===== config.mk =====
export PLATFORM = sky130hd
export DESIGN_NAME = rcc_top
export DESIGN_NICKNAME = d
export VERILOG_FILES = /design/src/rcc_txbuf.v /design/src/rcc_top.v
export VERILOG_INCLUDE_DIRS = /design/src
export SDC_FILE = /design/constraint.sdc
export NUM_CORES = 2
export LEC_CHECK = 0
export BUFFER_PORTS_ARGS = -buffer_cell sky130_fd_sc_hd__buf_4
export CAP_MARGIN = 25
export CORE_MARGIN = 2
export CORE_UTILIZATION = 25
export CTS_CLUSTER_SIZE = 10
export DETAILED_ROUTE_END_ITERATION = 12
export GPL_ROUTABILITY_DRIVEN = 0
export PLACE_DENSITY_LB_ADDON = 0.25
export SKIP_LAST_GASP = 1
export SLEW_MARGIN = 20
export SYNTH_ARGS = -nofsm -noshare
export SYNTH_HDL_FRONTEND = slang
export SYNTH_SLANG_ARGS = --single-unit

===== constraint.sdc =====
create_clock -name CLK -period 3.45 [get_ports CLK]
set_input_delay 0.1725 -clock CLK [delete_from_list [all_inputs] [get_ports CLK]]
set_output_delay 0.1725 -clock CLK [all_outputs]
set_load 0.01 [all_outputs]

===== src/rcc_consts.vh =====
// Purpose: Shared constants of the radio transmit-side control block.
// Assumes: Included by rcc_top.v and the bench by bare name, not by rcc_txbuf.v.
// Notes: Register offsets are byte addresses on a 32-bit APB bus.
`ifndef RCC_CONSTS_VH
`define RCC_CONSTS_VH

// Register byte offsets.
`define RCC_OFS_CTRL 8'h00
`define RCC_OFS_THRESH 8'h04
`define RCC_OFS_SYNTH_HI 8'h08
`define RCC_OFS_SYNTH_LO 8'h0c
`define RCC_OFS_TXPWR 8'h10
`define RCC_OFS_DAC 8'h14
`define RCC_OFS_STROBE 8'h18
`define RCC_OFS_STATUS 8'h1c
`define RCC_OFS_IRQ 8'h20
`define RCC_OFS_TXBUF 8'h24

// Control and DAC register fields.
`define RCC_CRIT_LSB 0
`define RCC_CRIT_MSB 1
`define RCC_TSEL_LSB 2
`define RCC_TSEL_MSB 3
`define RCC_DAC_EN_BIT 16

// Strobe bits.
`define RCC_STB_TX 0
`define RCC_STB_TXCCA 1
`define RCC_STB_RX 2
`define RCC_STB_OFF 3
`define RCC_STB_ACK 4

// Clear channel criterion codes.
`define RCC_CRIT_ENERGY 2'h1
`define RCC_CRIT_NOFRAME 2'h2
`define RCC_CRIT_BOTH 2'h3

// Transmit test selector codes.
`define RCC_TSEL_NORMAL 2'h0
`define RCC_TSEL_REPLAY 2'h2
`define RCC_TSEL_PRBS 2'h3

// Reset values.
`define RCC_RST_CRIT 2'h3
`define RCC_RST_THRESH 8'he0
`define RCC_RST_SYNTH 10'h165
`define RCC_RST_TXPWR 8'hff
`define RCC_RST_DAC 16'h0000

// Synthesizer receive offset in frequency-word steps of 1 MHz.
`define RCC_IF_OFFSET 10'h002

// CRC generator for the pseudo-random pattern.
`define RCC_CRC_POLY 16'h8408
`define RCC_CRC_INIT 16'h0000
`define RCC_PRBS_FEED 8'hff

// Synchronization header.
`define RCC_PREAMBLE_BYTES 3'h4
`define RCC_PREAMBLE_BYTE 8'h00
`define RCC_SFD_BYTE 8'ha7

// Timing: clock period and symbol period in ns.
`define RCC_CLK_NS 20
`define RCC_SYMBOL_NS 16000
`define RCC_CCA_SYMBOLS 8
`define RCC_CAL_NS 192000

`endif


===== src/rcc_txbuf.v =====
// Purpose: Transmit buffer memory, one write port and one registered read port.
// Assumes: Single clock, clock enable freezes both ports.
// Notes: Read data appear one edge after the address.
`timescale 1ns/100ps
module rcc_txbuf #(
  parameter DW = 8,
  parameter AW = 7
) (
  // Clock.
  input wire clk,
  input wire ce,
  // Write port.
  input wire wr_en,
  input wire [AW-1:0] wr_addr,
  input wire [DW-1:0] wr_data,
  // Read port.
  input wire [AW-1:0] rd_addr,
  output reg [DW-1:0] rd_data
);
  reg [DW-1:0] mem [0:(1<<AW)-1];

  // Storage with a registered read so synthesis can map it to block RAM.
  always @(posedge clk) begin
    if (ce) begin
      if (wr_en) begin
        mem[wr_addr] <= wr_data;
      end
      rd_data <= mem[rd_addr];
    end
  end
endmodule // rcc_txbuf


===== src/rcc_top.v =====
// Purpose: Radio transmit-side control: clear channel check, synthesizer word,
//   calibration sequencing, power setting and transmit test patterns.
// Assumes: APB slave on CLK at 50 MHz; radio pins are asynchronous to CLK.
// Notes: Bytes leave on TX_BYTE when the modulator asks with BYTE_REQ_IN.
//
// What this block does
// (RULE1) Two-bit criterion picks energy, no-frame, or both; code 00 is reserved.
// (RULE2) Clear result is an active-high status bit and sets its interrupt flag.
// (RULE3) Conditional transmit strobe starts sending only when the channel is clear.
// (RULE4) Transmit-active status shows whether a conditional transmit really started.
// (RULE5) Software loads word 357 plus five times channel minus 11.
// (RULE6) Receive offset is applied by hardware, one word serves both directions.
// (RULE7) Every receive, transmit or acknowledge enable passes a calibration state.
// (RULE8) Power control register sets output level, 0xFF highest, 0x03 lowest.
// (RULE9) Software should program power control with 0x5F for best link quality.
// (RULE10) Bias output is low in receive and high in transmit.
// (RULE11) Software resets, selects crystal clock, waits for stability before test modes.
// (RULE12) Selector 2 with DAC override 0x1800 and transmit gives static DACs.
// (RULE13) Selector 3 sends CRC low byte, updating the CRC with 0xFF.
// (RULE14) Pseudo-random sequence repeats every 65535 bits, starting 0x00, 0x78.
// (RULE15) A synchronization header precedes data in every transmit mode.
// (RULE16) Selector 2 without override replays the whole buffer ignoring underflow.
// (RULE17) Clear result counts as valid only after 8 symbols of receive.
// (RULE18) Ten-bit word in high and low registers, carrier 2048 plus word MHz.
// (RULE19) Energy threshold is programmed in steps of 1 dB.
// (RULE20) Normal selector sends buffered frame bytes and stops at frame end.
`timescale 1ns/100ps
`include "rcc_consts.vh"
module rcc_top #(
  parameter BUF_AW = 7,
  parameter CCA_WAIT_CYC = `RCC_CCA_SYMBOLS * `RCC_SYMBOL_NS / `RCC_CLK_NS,
  parameter CAL_CYC = `RCC_CAL_NS / `RCC_CLK_NS
) (
  // Clock, reset and clock enable.
  input wire CLK,
  input wire RST,
  input wire CE,
  // APB slave.
  input wire PSEL,
  input wire PENABLE,
  input wire PWRITE,
  input wire [7:0] PADDR,
  input wire [31:0] PWDATA,
  output reg [31:0] PRDATA,
  output reg PREADY,
  output reg PSLVERR,
  // Receiver and modulator inputs, asynchronous.
  input wire [7:0] RSSI_IN,
  input wire RX_FRAME_IN,
  input wire BYTE_REQ_IN,
  // Transmit path outputs.
  output reg [7:0] TX_BYTE,
  output reg TX_BYTE_VALID,
  output reg TX_ON,
  output reg TR_BIAS,
  output reg CAL_ON,
  output reg DAC_OVR,
  output reg [15:0] DAC_VALUE,
  output reg [7:0] PA_LEVEL,
  output reg [9:0] LO_WORD
);
  // Controller states.
  localparam ST_IDLE = 3'h0;
  localparam ST_RXCAL = 3'h1;
  localparam ST_RX = 3'h2;
  localparam ST_TXCAL = 3'h3;
  localparam ST_SHR = 3'h4;
  localparam ST_DATA = 3'h5;

  // One CRC update by a whole byte, LSB first.
  function [15:0] crc_byte;
    input [15:0] crc;
    input [7:0] din;
    reg [15:0] c;
    integer i;
    begin
      c = crc;
      for (i = 0; i < 8; i = i + 1) begin
        if (c[0] ^ din[i]) begin
          c = (c >> 1) ^ `RCC_CRC_POLY;
        end else begin
          c = c >> 1;
        end
      end
      crc_byte = c;
    end
  endfunction

  // Software registers.
  reg [1:0] criterion;
  reg [1:0] tsel;
  reg [7:0] thresh;
  reg [9:0] synth_word;
  reg [7:0] txpwr;
  reg [15:0] dac_word;
  reg dac_en;
  reg irq_flag;
  reg [BUF_AW-1:0] wr_ptr;
  reg [BUF_AW:0] fill;

  // Controller state.
  reg [2:0] state;
  reg [31:0] timer;
  reg rx_ready;
  reg cca;
  reg cca_q;
  reg [2:0] shr_cnt;
  reg [BUF_AW-1:0] rd_ptr;
  reg [15:0] crc;

  // Pin synchronisers; logic reads the second stage, and req_s3 for the request edge.
  reg [7:0] rssi_s1;
  reg [7:0] rssi_s2;
  reg frame_s1;
  reg frame_s2;
  reg req_s1;
  reg req_s2;
  reg req_s3;

  wire [7:0] buf_rdata;
  wire apb_wr = PSEL && PENABLE && PREADY && PWRITE;
  wire stb_wr = apb_wr && (PADDR == `RCC_OFS_STROBE);
  wire buf_wr = apb_wr && (PADDR == `RCC_OFS_TXBUF);
  wire byte_req = req_s2 && !req_s3;
  wire energy_low = $signed(rssi_s2) < $signed(thresh); // RULE19
  wire replay = (tsel == `RCC_TSEL_REPLAY) && !dac_en;
  wire tx_busy = (state == ST_TXCAL) || (state == ST_SHR) || (state == ST_DATA);
  reg next_cca;
  reg [31:0] rd_mux;
  reg map_hit;

  rcc_txbuf #(
    .DW(8),
    .AW(BUF_AW)
  ) rcc_txbuf_i (
    .clk(CLK),
    .ce(CE),
    .wr_en(buf_wr),
    .wr_addr(wr_ptr),
    .wr_data(PWDATA[7:0]),
    .rd_addr(rd_ptr),
    .rd_data(buf_rdata)
  );

  // Criterion decode; the reserved code never reports a clear channel.
  always @* begin
    case (criterion) // RULE1
      `RCC_CRIT_ENERGY: next_cca = energy_low;
      `RCC_CRIT_NOFRAME: next_cca = !frame_s2;
      `RCC_CRIT_BOTH: next_cca = energy_low && !frame_s2;
      default: next_cca = 1'b0;
    endcase
  end

  // Two flip-flops per pin before any logic looks at it.
  always @(posedge CLK) begin
    if (RST) begin
      rssi_s1 <= 8'h00;
      rssi_s2 <= 8'h00;
      frame_s1 <= 1'b0;
      frame_s2 <= 1'b0;
      req_s1 <= 1'b0;
      req_s2 <= 1'b0;
      req_s3 <= 1'b0;
    end else if (CE) begin
      rssi_s1 <= RSSI_IN;
      rssi_s2 <= rssi_s1;
      frame_s1 <= RX_FRAME_IN;
      frame_s2 <= frame_s1;
      req_s1 <= BYTE_REQ_IN;
      req_s2 <= req_s1;
      req_s3 <= req_s2;
    end
  end

  // Read mux for the APB setup phase.
  always @* begin
    rd_mux = 32'h0000_0000;
    map_hit = 1'b1;
    case (PADDR)
      `RCC_OFS_CTRL: rd_mux = {28'h0000000, tsel, criterion};
      `RCC_OFS_THRESH: rd_mux = {24'h000000, thresh};
      `RCC_OFS_SYNTH_HI: rd_mux = {30'h00000000, synth_word[9:8]};
      `RCC_OFS_SYNTH_LO: rd_mux = {24'h000000, synth_word[7:0]};
      `RCC_OFS_TXPWR: rd_mux = {24'h000000, txpwr};
      `RCC_OFS_DAC: rd_mux = {15'h0000, dac_en, dac_word};
      `RCC_OFS_STROBE: rd_mux = 32'h0000_0000;
      `RCC_OFS_STATUS: rd_mux = {25'h0000000, fill[BUF_AW:0] == 0, state, rx_ready, tx_busy, cca}; // RULE2 RULE4
      `RCC_OFS_IRQ: rd_mux = {31'h00000000, irq_flag};
      `RCC_OFS_TXBUF: rd_mux = 32'h0000_0000;
      default: map_hit = 1'b0;
    endcase
  end

  // APB slave: answers with PREADY in the first access cycle.
  always @(posedge CLK) begin
    if (RST) begin
      PRDATA <= 32'h0000_0000;
      PREADY <= 1'b0;
      PSLVERR <= 1'b0;
    end else if (CE) begin
      PREADY <= PSEL && !PENABLE;
      PSLVERR <= PSEL && !PENABLE && !map_hit;
      if (PSEL && !PENABLE && !PWRITE) begin
        PRDATA <= rd_mux;
      end
    end
  end

  // Software-written registers; writes take effect at the completing edge.
  always @(posedge CLK) begin
    if (RST) begin
      criterion <= `RCC_RST_CRIT;
      tsel <= `RCC_TSEL_NORMAL;
      thresh <= `RCC_RST_THRESH;
      synth_word <= `RCC_RST_SYNTH;
      txpwr <= `RCC_RST_TXPWR;
      dac_word <= `RCC_RST_DAC;
      dac_en <= 1'b0;
    end else if (CE && apb_wr) begin
      case (PADDR)
        `RCC_OFS_CTRL: begin
          criterion <= PWDATA[`RCC_CRIT_MSB:`RCC_CRIT_LSB];
          tsel <= PWDATA[`RCC_TSEL_MSB:`RCC_TSEL_LSB];
        end
        `RCC_OFS_THRESH: thresh <= PWDATA[7:0];
        `RCC_OFS_SYNTH_HI: synth_word[9:8] <= PWDATA[1:0]; // RULE18
        `RCC_OFS_SYNTH_LO: synth_word[7:0] <= PWDATA[7:0]; // RULE18
        `RCC_OFS_TXPWR: txpwr <= PWDATA[7:0];
        `RCC_OFS_DAC: begin
          dac_word <= PWDATA[15:0];
          dac_en <= PWDATA[`RCC_DAC_EN_BIT];
        end
        default: ;
      endcase
    end
  end

  // Clear channel flag, valid only once receive has run long enough.
  always @(posedge CLK) begin
    if (RST) begin
      cca <= 1'b0;
      cca_q <= 1'b0;
      irq_flag <= 1'b0;
    end else if (CE) begin
      cca <= rx_ready && next_cca; // RULE17
      cca_q <= cca;
      // A new event in the clearing cycle keeps the flag set.
      if (cca && !cca_q) begin
        irq_flag <= 1'b1; // RULE2
      end else if (apb_wr && (PADDR == `RCC_OFS_IRQ) && PWDATA[0]) begin
        irq_flag <= 1'b0;
      end
    end
  end

  // Main controller: calibration, header, data and receive timing.
  always @(posedge CLK) begin
    if (RST) begin
      state <= ST_IDLE;
      timer <= 32'h0000_0000;
      rx_ready <= 1'b0;
      shr_cnt <= 3'h0;
      rd_ptr <= {BUF_AW{1'b0}};
      wr_ptr <= {BUF_AW{1'b0}};
      fill <= {(BUF_AW+1){1'b0}};
      crc <= `RCC_CRC_INIT;
      TX_BYTE <= 8'h00;
      TX_BYTE_VALID <= 1'b0;
    end else if (CE) begin
      TX_BYTE_VALID <= 1'b0;
      if (buf_wr) begin
        wr_ptr <= wr_ptr + 1'b1;
        if (fill[BUF_AW] == 1'b0) begin
          fill <= fill + 1'b1;
        end
      end
      if (stb_wr && PWDATA[`RCC_STB_OFF]) begin
        state <= ST_IDLE;
        rx_ready <= 1'b0;
      end else if (stb_wr && (PWDATA[`RCC_STB_TX] || PWDATA[`RCC_STB_ACK] ||
                              (PWDATA[`RCC_STB_TXCCA] && cca))) begin // RULE3
        state <= ST_TXCAL; // RULE7
        timer <= 32'h0000_0000;
        rx_ready <= 1'b0;
      end else if (stb_wr && PWDATA[`RCC_STB_RX] && !tx_busy) begin
        state <= ST_RXCAL; // RULE7
        timer <= 32'h0000_0000;
        rx_ready <= 1'b0;
      end else begin
        case (state)
          ST_RXCAL: begin
            timer <= timer + 1'b1;
            if (timer >= CAL_CYC - 1) begin
              state <= ST_RX;
              timer <= 32'h0000_0000;
            end
          end
          ST_RX: begin
            if (timer >= CCA_WAIT_CYC - 1) begin
              rx_ready <= 1'b1; // RULE17
            end else begin
              timer <= timer + 1'b1;
            end
          end
          ST_TXCAL: begin
            timer <= timer + 1'b1;
            if (timer >= CAL_CYC - 1) begin
              state <= ST_SHR;
              shr_cnt <= 3'h0;
              crc <= `RCC_CRC_INIT;
              rd_ptr <= replay ? {BUF_AW{1'b0}} : wr_ptr - fill[BUF_AW-1:0];
            end
          end
          ST_SHR: begin
            // Header goes out in every mode, test patterns included.
            if (byte_req) begin // RULE15
              TX_BYTE_VALID <= 1'b1;
              if (shr_cnt == `RCC_PREAMBLE_BYTES) begin
                TX_BYTE <= `RCC_SFD_BYTE;
                state <= ST_DATA;
              end else begin
                TX_BYTE <= `RCC_PREAMBLE_BYTE;
                shr_cnt <= shr_cnt + 1'b1;
              end
            end
          end
          ST_DATA: begin
            if (byte_req) begin
              if (dac_en && (tsel == `RCC_TSEL_REPLAY)) begin
                TX_BYTE_VALID <= 1'b0; // RULE12
              end else if (tsel == `RCC_TSEL_PRBS) begin
                TX_BYTE <= crc[7:0]; // RULE13 RULE14
                TX_BYTE_VALID <= 1'b1;
                crc <= crc_byte(crc, `RCC_PRBS_FEED); // RULE13
              end else if (replay) begin
                // Pointer wraps over all entries; underflow is ignored.
                TX_BYTE <= buf_rdata; // RULE16
                TX_BYTE_VALID <= 1'b1;
                rd_ptr <= rd_ptr + 1'b1;
              end else if (fill == 0) begin
                state <= ST_IDLE; // RULE20
              end else begin
                TX_BYTE <= buf_rdata; // RULE20
                TX_BYTE_VALID <= 1'b1;
                rd_ptr <= rd_ptr + 1'b1;
                // A push in the same cycle cancels this pop.
                fill <= buf_wr ? fill : fill - 1'b1;
              end
            end
          end
          default: state <= ST_IDLE;
        endcase
      end
    end
  end

  // Radio-facing levels, all registered.
  always @(posedge CLK) begin
    if (RST) begin
      TX_ON <= 1'b0;
      TR_BIAS <= 1'b0;
      CAL_ON <= 1'b0;
      DAC_OVR <= 1'b0;
      DAC_VALUE <= `RCC_RST_DAC;
      PA_LEVEL <= `RCC_RST_TXPWR;
      LO_WORD <= `RCC_RST_SYNTH - `RCC_IF_OFFSET; // RULE6
    end else if (CE) begin
      TX_ON <= tx_busy; // RULE4
      TR_BIAS <= tx_busy; // RULE10
      CAL_ON <= (state == ST_RXCAL) || (state == ST_TXCAL); // RULE7
      DAC_OVR <= (state == ST_DATA) && dac_en && (tsel == `RCC_TSEL_REPLAY); // RULE12
      DAC_VALUE <= dac_word; // RULE12
      PA_LEVEL <= txpwr;
      // Receive uses the local oscillator below the carrier by the IF.
      LO_WORD <= tx_busy ? synth_word : synth_word - `RCC_IF_OFFSET; // RULE6
    end
  end
endmodule // rcc_top


==> flow_summary.ini <==
[status]
status = complete, but fails checks
violations = hold timing

[synthesis]
ys.flop_type = edfxtp_1
synth.cells.most_frequent = edfxtp_1 (1032), mux4_2 (281), nor2_1 (273), dfxtp_1 (213), nand2_1 (212)
synth.top_cell.area_share_pct = 61.6
yosysTopAreaCell = edfxtp_1
yosysSeqAreaShare_pct = 70.1
synth_area_leaders = edfxtp_1 (62%), mux4_2 (13%), dfxtp_1 (8.5%), nor2_1 (2.0%), mux2i_1 (1.8%)
netlist_area_sq_um = 50300
synth-seq-cells = 1245
ys_warn_count = 0
synth_most_common_cell = edfxtp_1
ys_async_sr_fraction_pct = 0
synthCells = 3070
avgSynthCellArea_sq_um = 16.4
ys_types = 75
synth_edf_count = 1032

[placed_design]
dpl-instance-area_sq_um = 55800
placed_cells = 5916
place_hpwl_microns = 94000
port_buffers = 106

[hold_path]
hp-class = primary input to register
min-delay-start = PWDATA[7]
hold_end = rcc_txbuf_i.mem[93][7]
whs_path_depth = 1

[floorplanning]
fp.dieW_microns = 453
die-area_sq_um = 205000
rows = 164
core_sq_um = 200000
initial_core_util_pct = 25.2
ios = 137
fp.dieH_microns = 453

[cts]
post_cts_buffers = 0
clockBufferDepth = 3
clk_pin_slew_ns = 0.05
htree_num_levels = 4
numCtsBuffers = 149
clkSinkCount = 1245
cts_root_buf = clkbuf_16
clock_latency_ns = 0.79
cts_tree = built

[timing]
hold_slack_ns = -0.000929
fin_worst_skew_ns = 0.0406
clock.fmax_ghz = 0.296
relSlewSlack_pct = 34.1
finalCriticalPeriod_ns = 3.38
hold_violations = 1
setup_viol = 0
slew_violations = 0
period_share_pct = 98.0
rsz0062_at_grt = no
worstMarginPinSlew_ns = 0.984

[detailed_routing]
via_count = 28800
drc = 0
ant_nets = 0
avgViaCountPerCell = 4.66
drt_iter0_drc = 2402
dr.pass1.iters = 7
routed_wl_microns = 144000
wire_per_inst_microns = 23.2

[power]
power_density_nw_per_um2 = 511
ir_worst_vdd_mv = 0.362
p_leak_nw = 19.0

[layout]
final_area_sq_um = 60500
drive_above_1_share_pct = 24.4
fin_nets = 3538
syn_to_final_growth_pct = 20.4
fin_cells = 6181

[worst_setup_path]
start_kind = register
critPathMaxFanout = 21
startpoint = rd_ptr[0]
r2r_slack_ns = 0.07
reg2reg_from = rd_ptr[0]
r2r_cells = 7
cp-end-kind = register
rr_endpoint = rcc_txbuf_i.rd_data[7]
cp.required_ns = 3.96
critPathKind = register to register
worstPathArrival_ns = 3.89

[global_routing]
grt_use_total_pct = 13.8
grt_pass1_wl_microns = 209000
grt_start_max_net_pins = 128
grt_pass1_vias = 29200
grt-ovfl-total = 0
antenna_found_initial = 4

[job]
maxCapViolations = 0
-- cells by family (layout without fill, tap and decap cells) --
family	after synthesis	in the layout	synth area share, %
buf+inv	231	670	2.06
simple gates	774	774	7.24
compound gates	377	377	4.75
fa+ha+maj	22	22	0.562
xor+xnor	38	38	0.662
flops	1245	1245	70.1
other cells	1	17	0.00746
mux	382	382	14.6
-- sequential cells by signal, indices dropped and copies added, names as in the netlist, 2 cells and up --
name	flops
rcc_txbuf_i.mem	1024
timer	32
PRDATA	17
DAC_VALUE	16
crc	16
dac_word	16
LO_WORD	10
synth_word	10
PA_LEVEL	8
TX_BYTE	8
fill	8
rcc_txbuf_i.rd_data	8
rssi_s1	8
rssi_s2	8
thresh	8
txpwr	8
rd_ptr	7
wr_ptr	7
shr_cnt	3
state	3
criterion	2
tsel	2
-- metrics by stage --
step                setup slack, ns  TNS, ns  power, mW  util, %
floorplan                     0.576        0       16.8        -
global placement            -0.0548    -2.42       17.1     27.9
detailed placement          -0.0685    -3.45       17.1     27.9
CTS                          0.0138        0       31.3     30.3
global route                 0.0116        0       31.9     30.3
finish                       0.0702        0       30.9     30.3
-- cell usage in the layout (no fill, tap or decap), drive strengths merged, types with 12 or more instances in the layout --
master / netlist / final
edfxtp: 1032 / 1032
buf: 86 / 374
mux4: 281 / 281
nor2: 274 / 274
dfxtp: 213 / 213
nand2: 212 / 212
clkbuf: 111 / 185
a21oi: 136 / 136
mux2i: 91 / 91
o21ai: 67 / 67
nand3: 65 / 65
dlygate4sd3: 0 / 48
inv: 33 / 37
a22oi: 35 / 35
nand3b: 34 / 34
and3: 29 / 29
xnor2: 24 / 24
nor2b: 23 / 23
and2: 23 / 23
clkinv: 1 / 23
nor3: 21 / 21
ha: 21 / 21
a211oi: 20 / 20
or3: 19 / 19
a211o: 16 / 16
conb: 1 / 15
a221oi: 14 / 14
a31oi: 14 / 14
xor2: 14 / 14
nor4: 13 / 13
o22ai: 13 / 13
nand2b: 12 / 12
-- repair_timing --
| item | in CTS | in global routing |
|---|---|---|
| hold buffers | 48 | 0 |
| endpoints found under the setup margin | 1 | 99 |
| resized for setup | 1 | 2 |
| pin swaps | 0 | 0 |
| hold endpoints to repair | 171 | 0 |
-- worst max-delay path, stage by stage, from the launching register on --
cell and delay (ns):
dfxtp_4 0.59, buf_12 0.25, buf_12 0.24, mux4_2 0.53
mux4_2 0.56, a2111oi_0 0.60, buf_4 0.23, a22oi_1 0.08
-- power by group --
group	switching, mW	internal [mW]	total, mW
clock	6.03	8.02	14.1
combinational	0.405	0.145	0.550
sequential	0.0209	16.3	16.3
total	6.46	24.5	30.9
-- cell type report --
| cell class | count | area, sq um |
|---|---|---|
| Inverter | 34 | 128 |
| Antenna cell | 2 | 5.00 |
| Clock buffer | 185 | 3910 |
| Sequential cell | 1245 | 35300 |
| Tap cell | 2656 | 3320 |
| Fill cell | 19800 | 139000 |
| Clock inverter | 29 | 335 |
| Timing Repair Buffer | 422 | 3480 |
| Multi-Input combinational cell | 1608 | 14100 |
-- how the worst max path moves through the flow --
stage	cells after the start	to	slack, ns
final	7	rcc_txbuf_i.rd_data[7]	0.07
after global routing	7	rcc_txbuf_i.rd_data[7]	0.01
after CTS	8	rcc_txbuf_i.mem[36][3]	0.01
after detailed placement	8	rcc_txbuf_i.mem[124][0]	-0.07
after global placement	8	rcc_txbuf_i.mem[36][0]	-0.05
after floorplan	10	rcc_txbuf_i.rd_data[7]	0.58
-- layer usage --
layer  global-route usage [%]  share of wire (%)  up-vias
li1                         -                  -    12800
met1                     19.8                 47    15100
met5                        0                  0        -
met3                     2.47                5.1      163
met4                     3.00                1.8        0
met2                     21.8                 47      808
No activity file was read; power rests on OpenSTA's default activity.
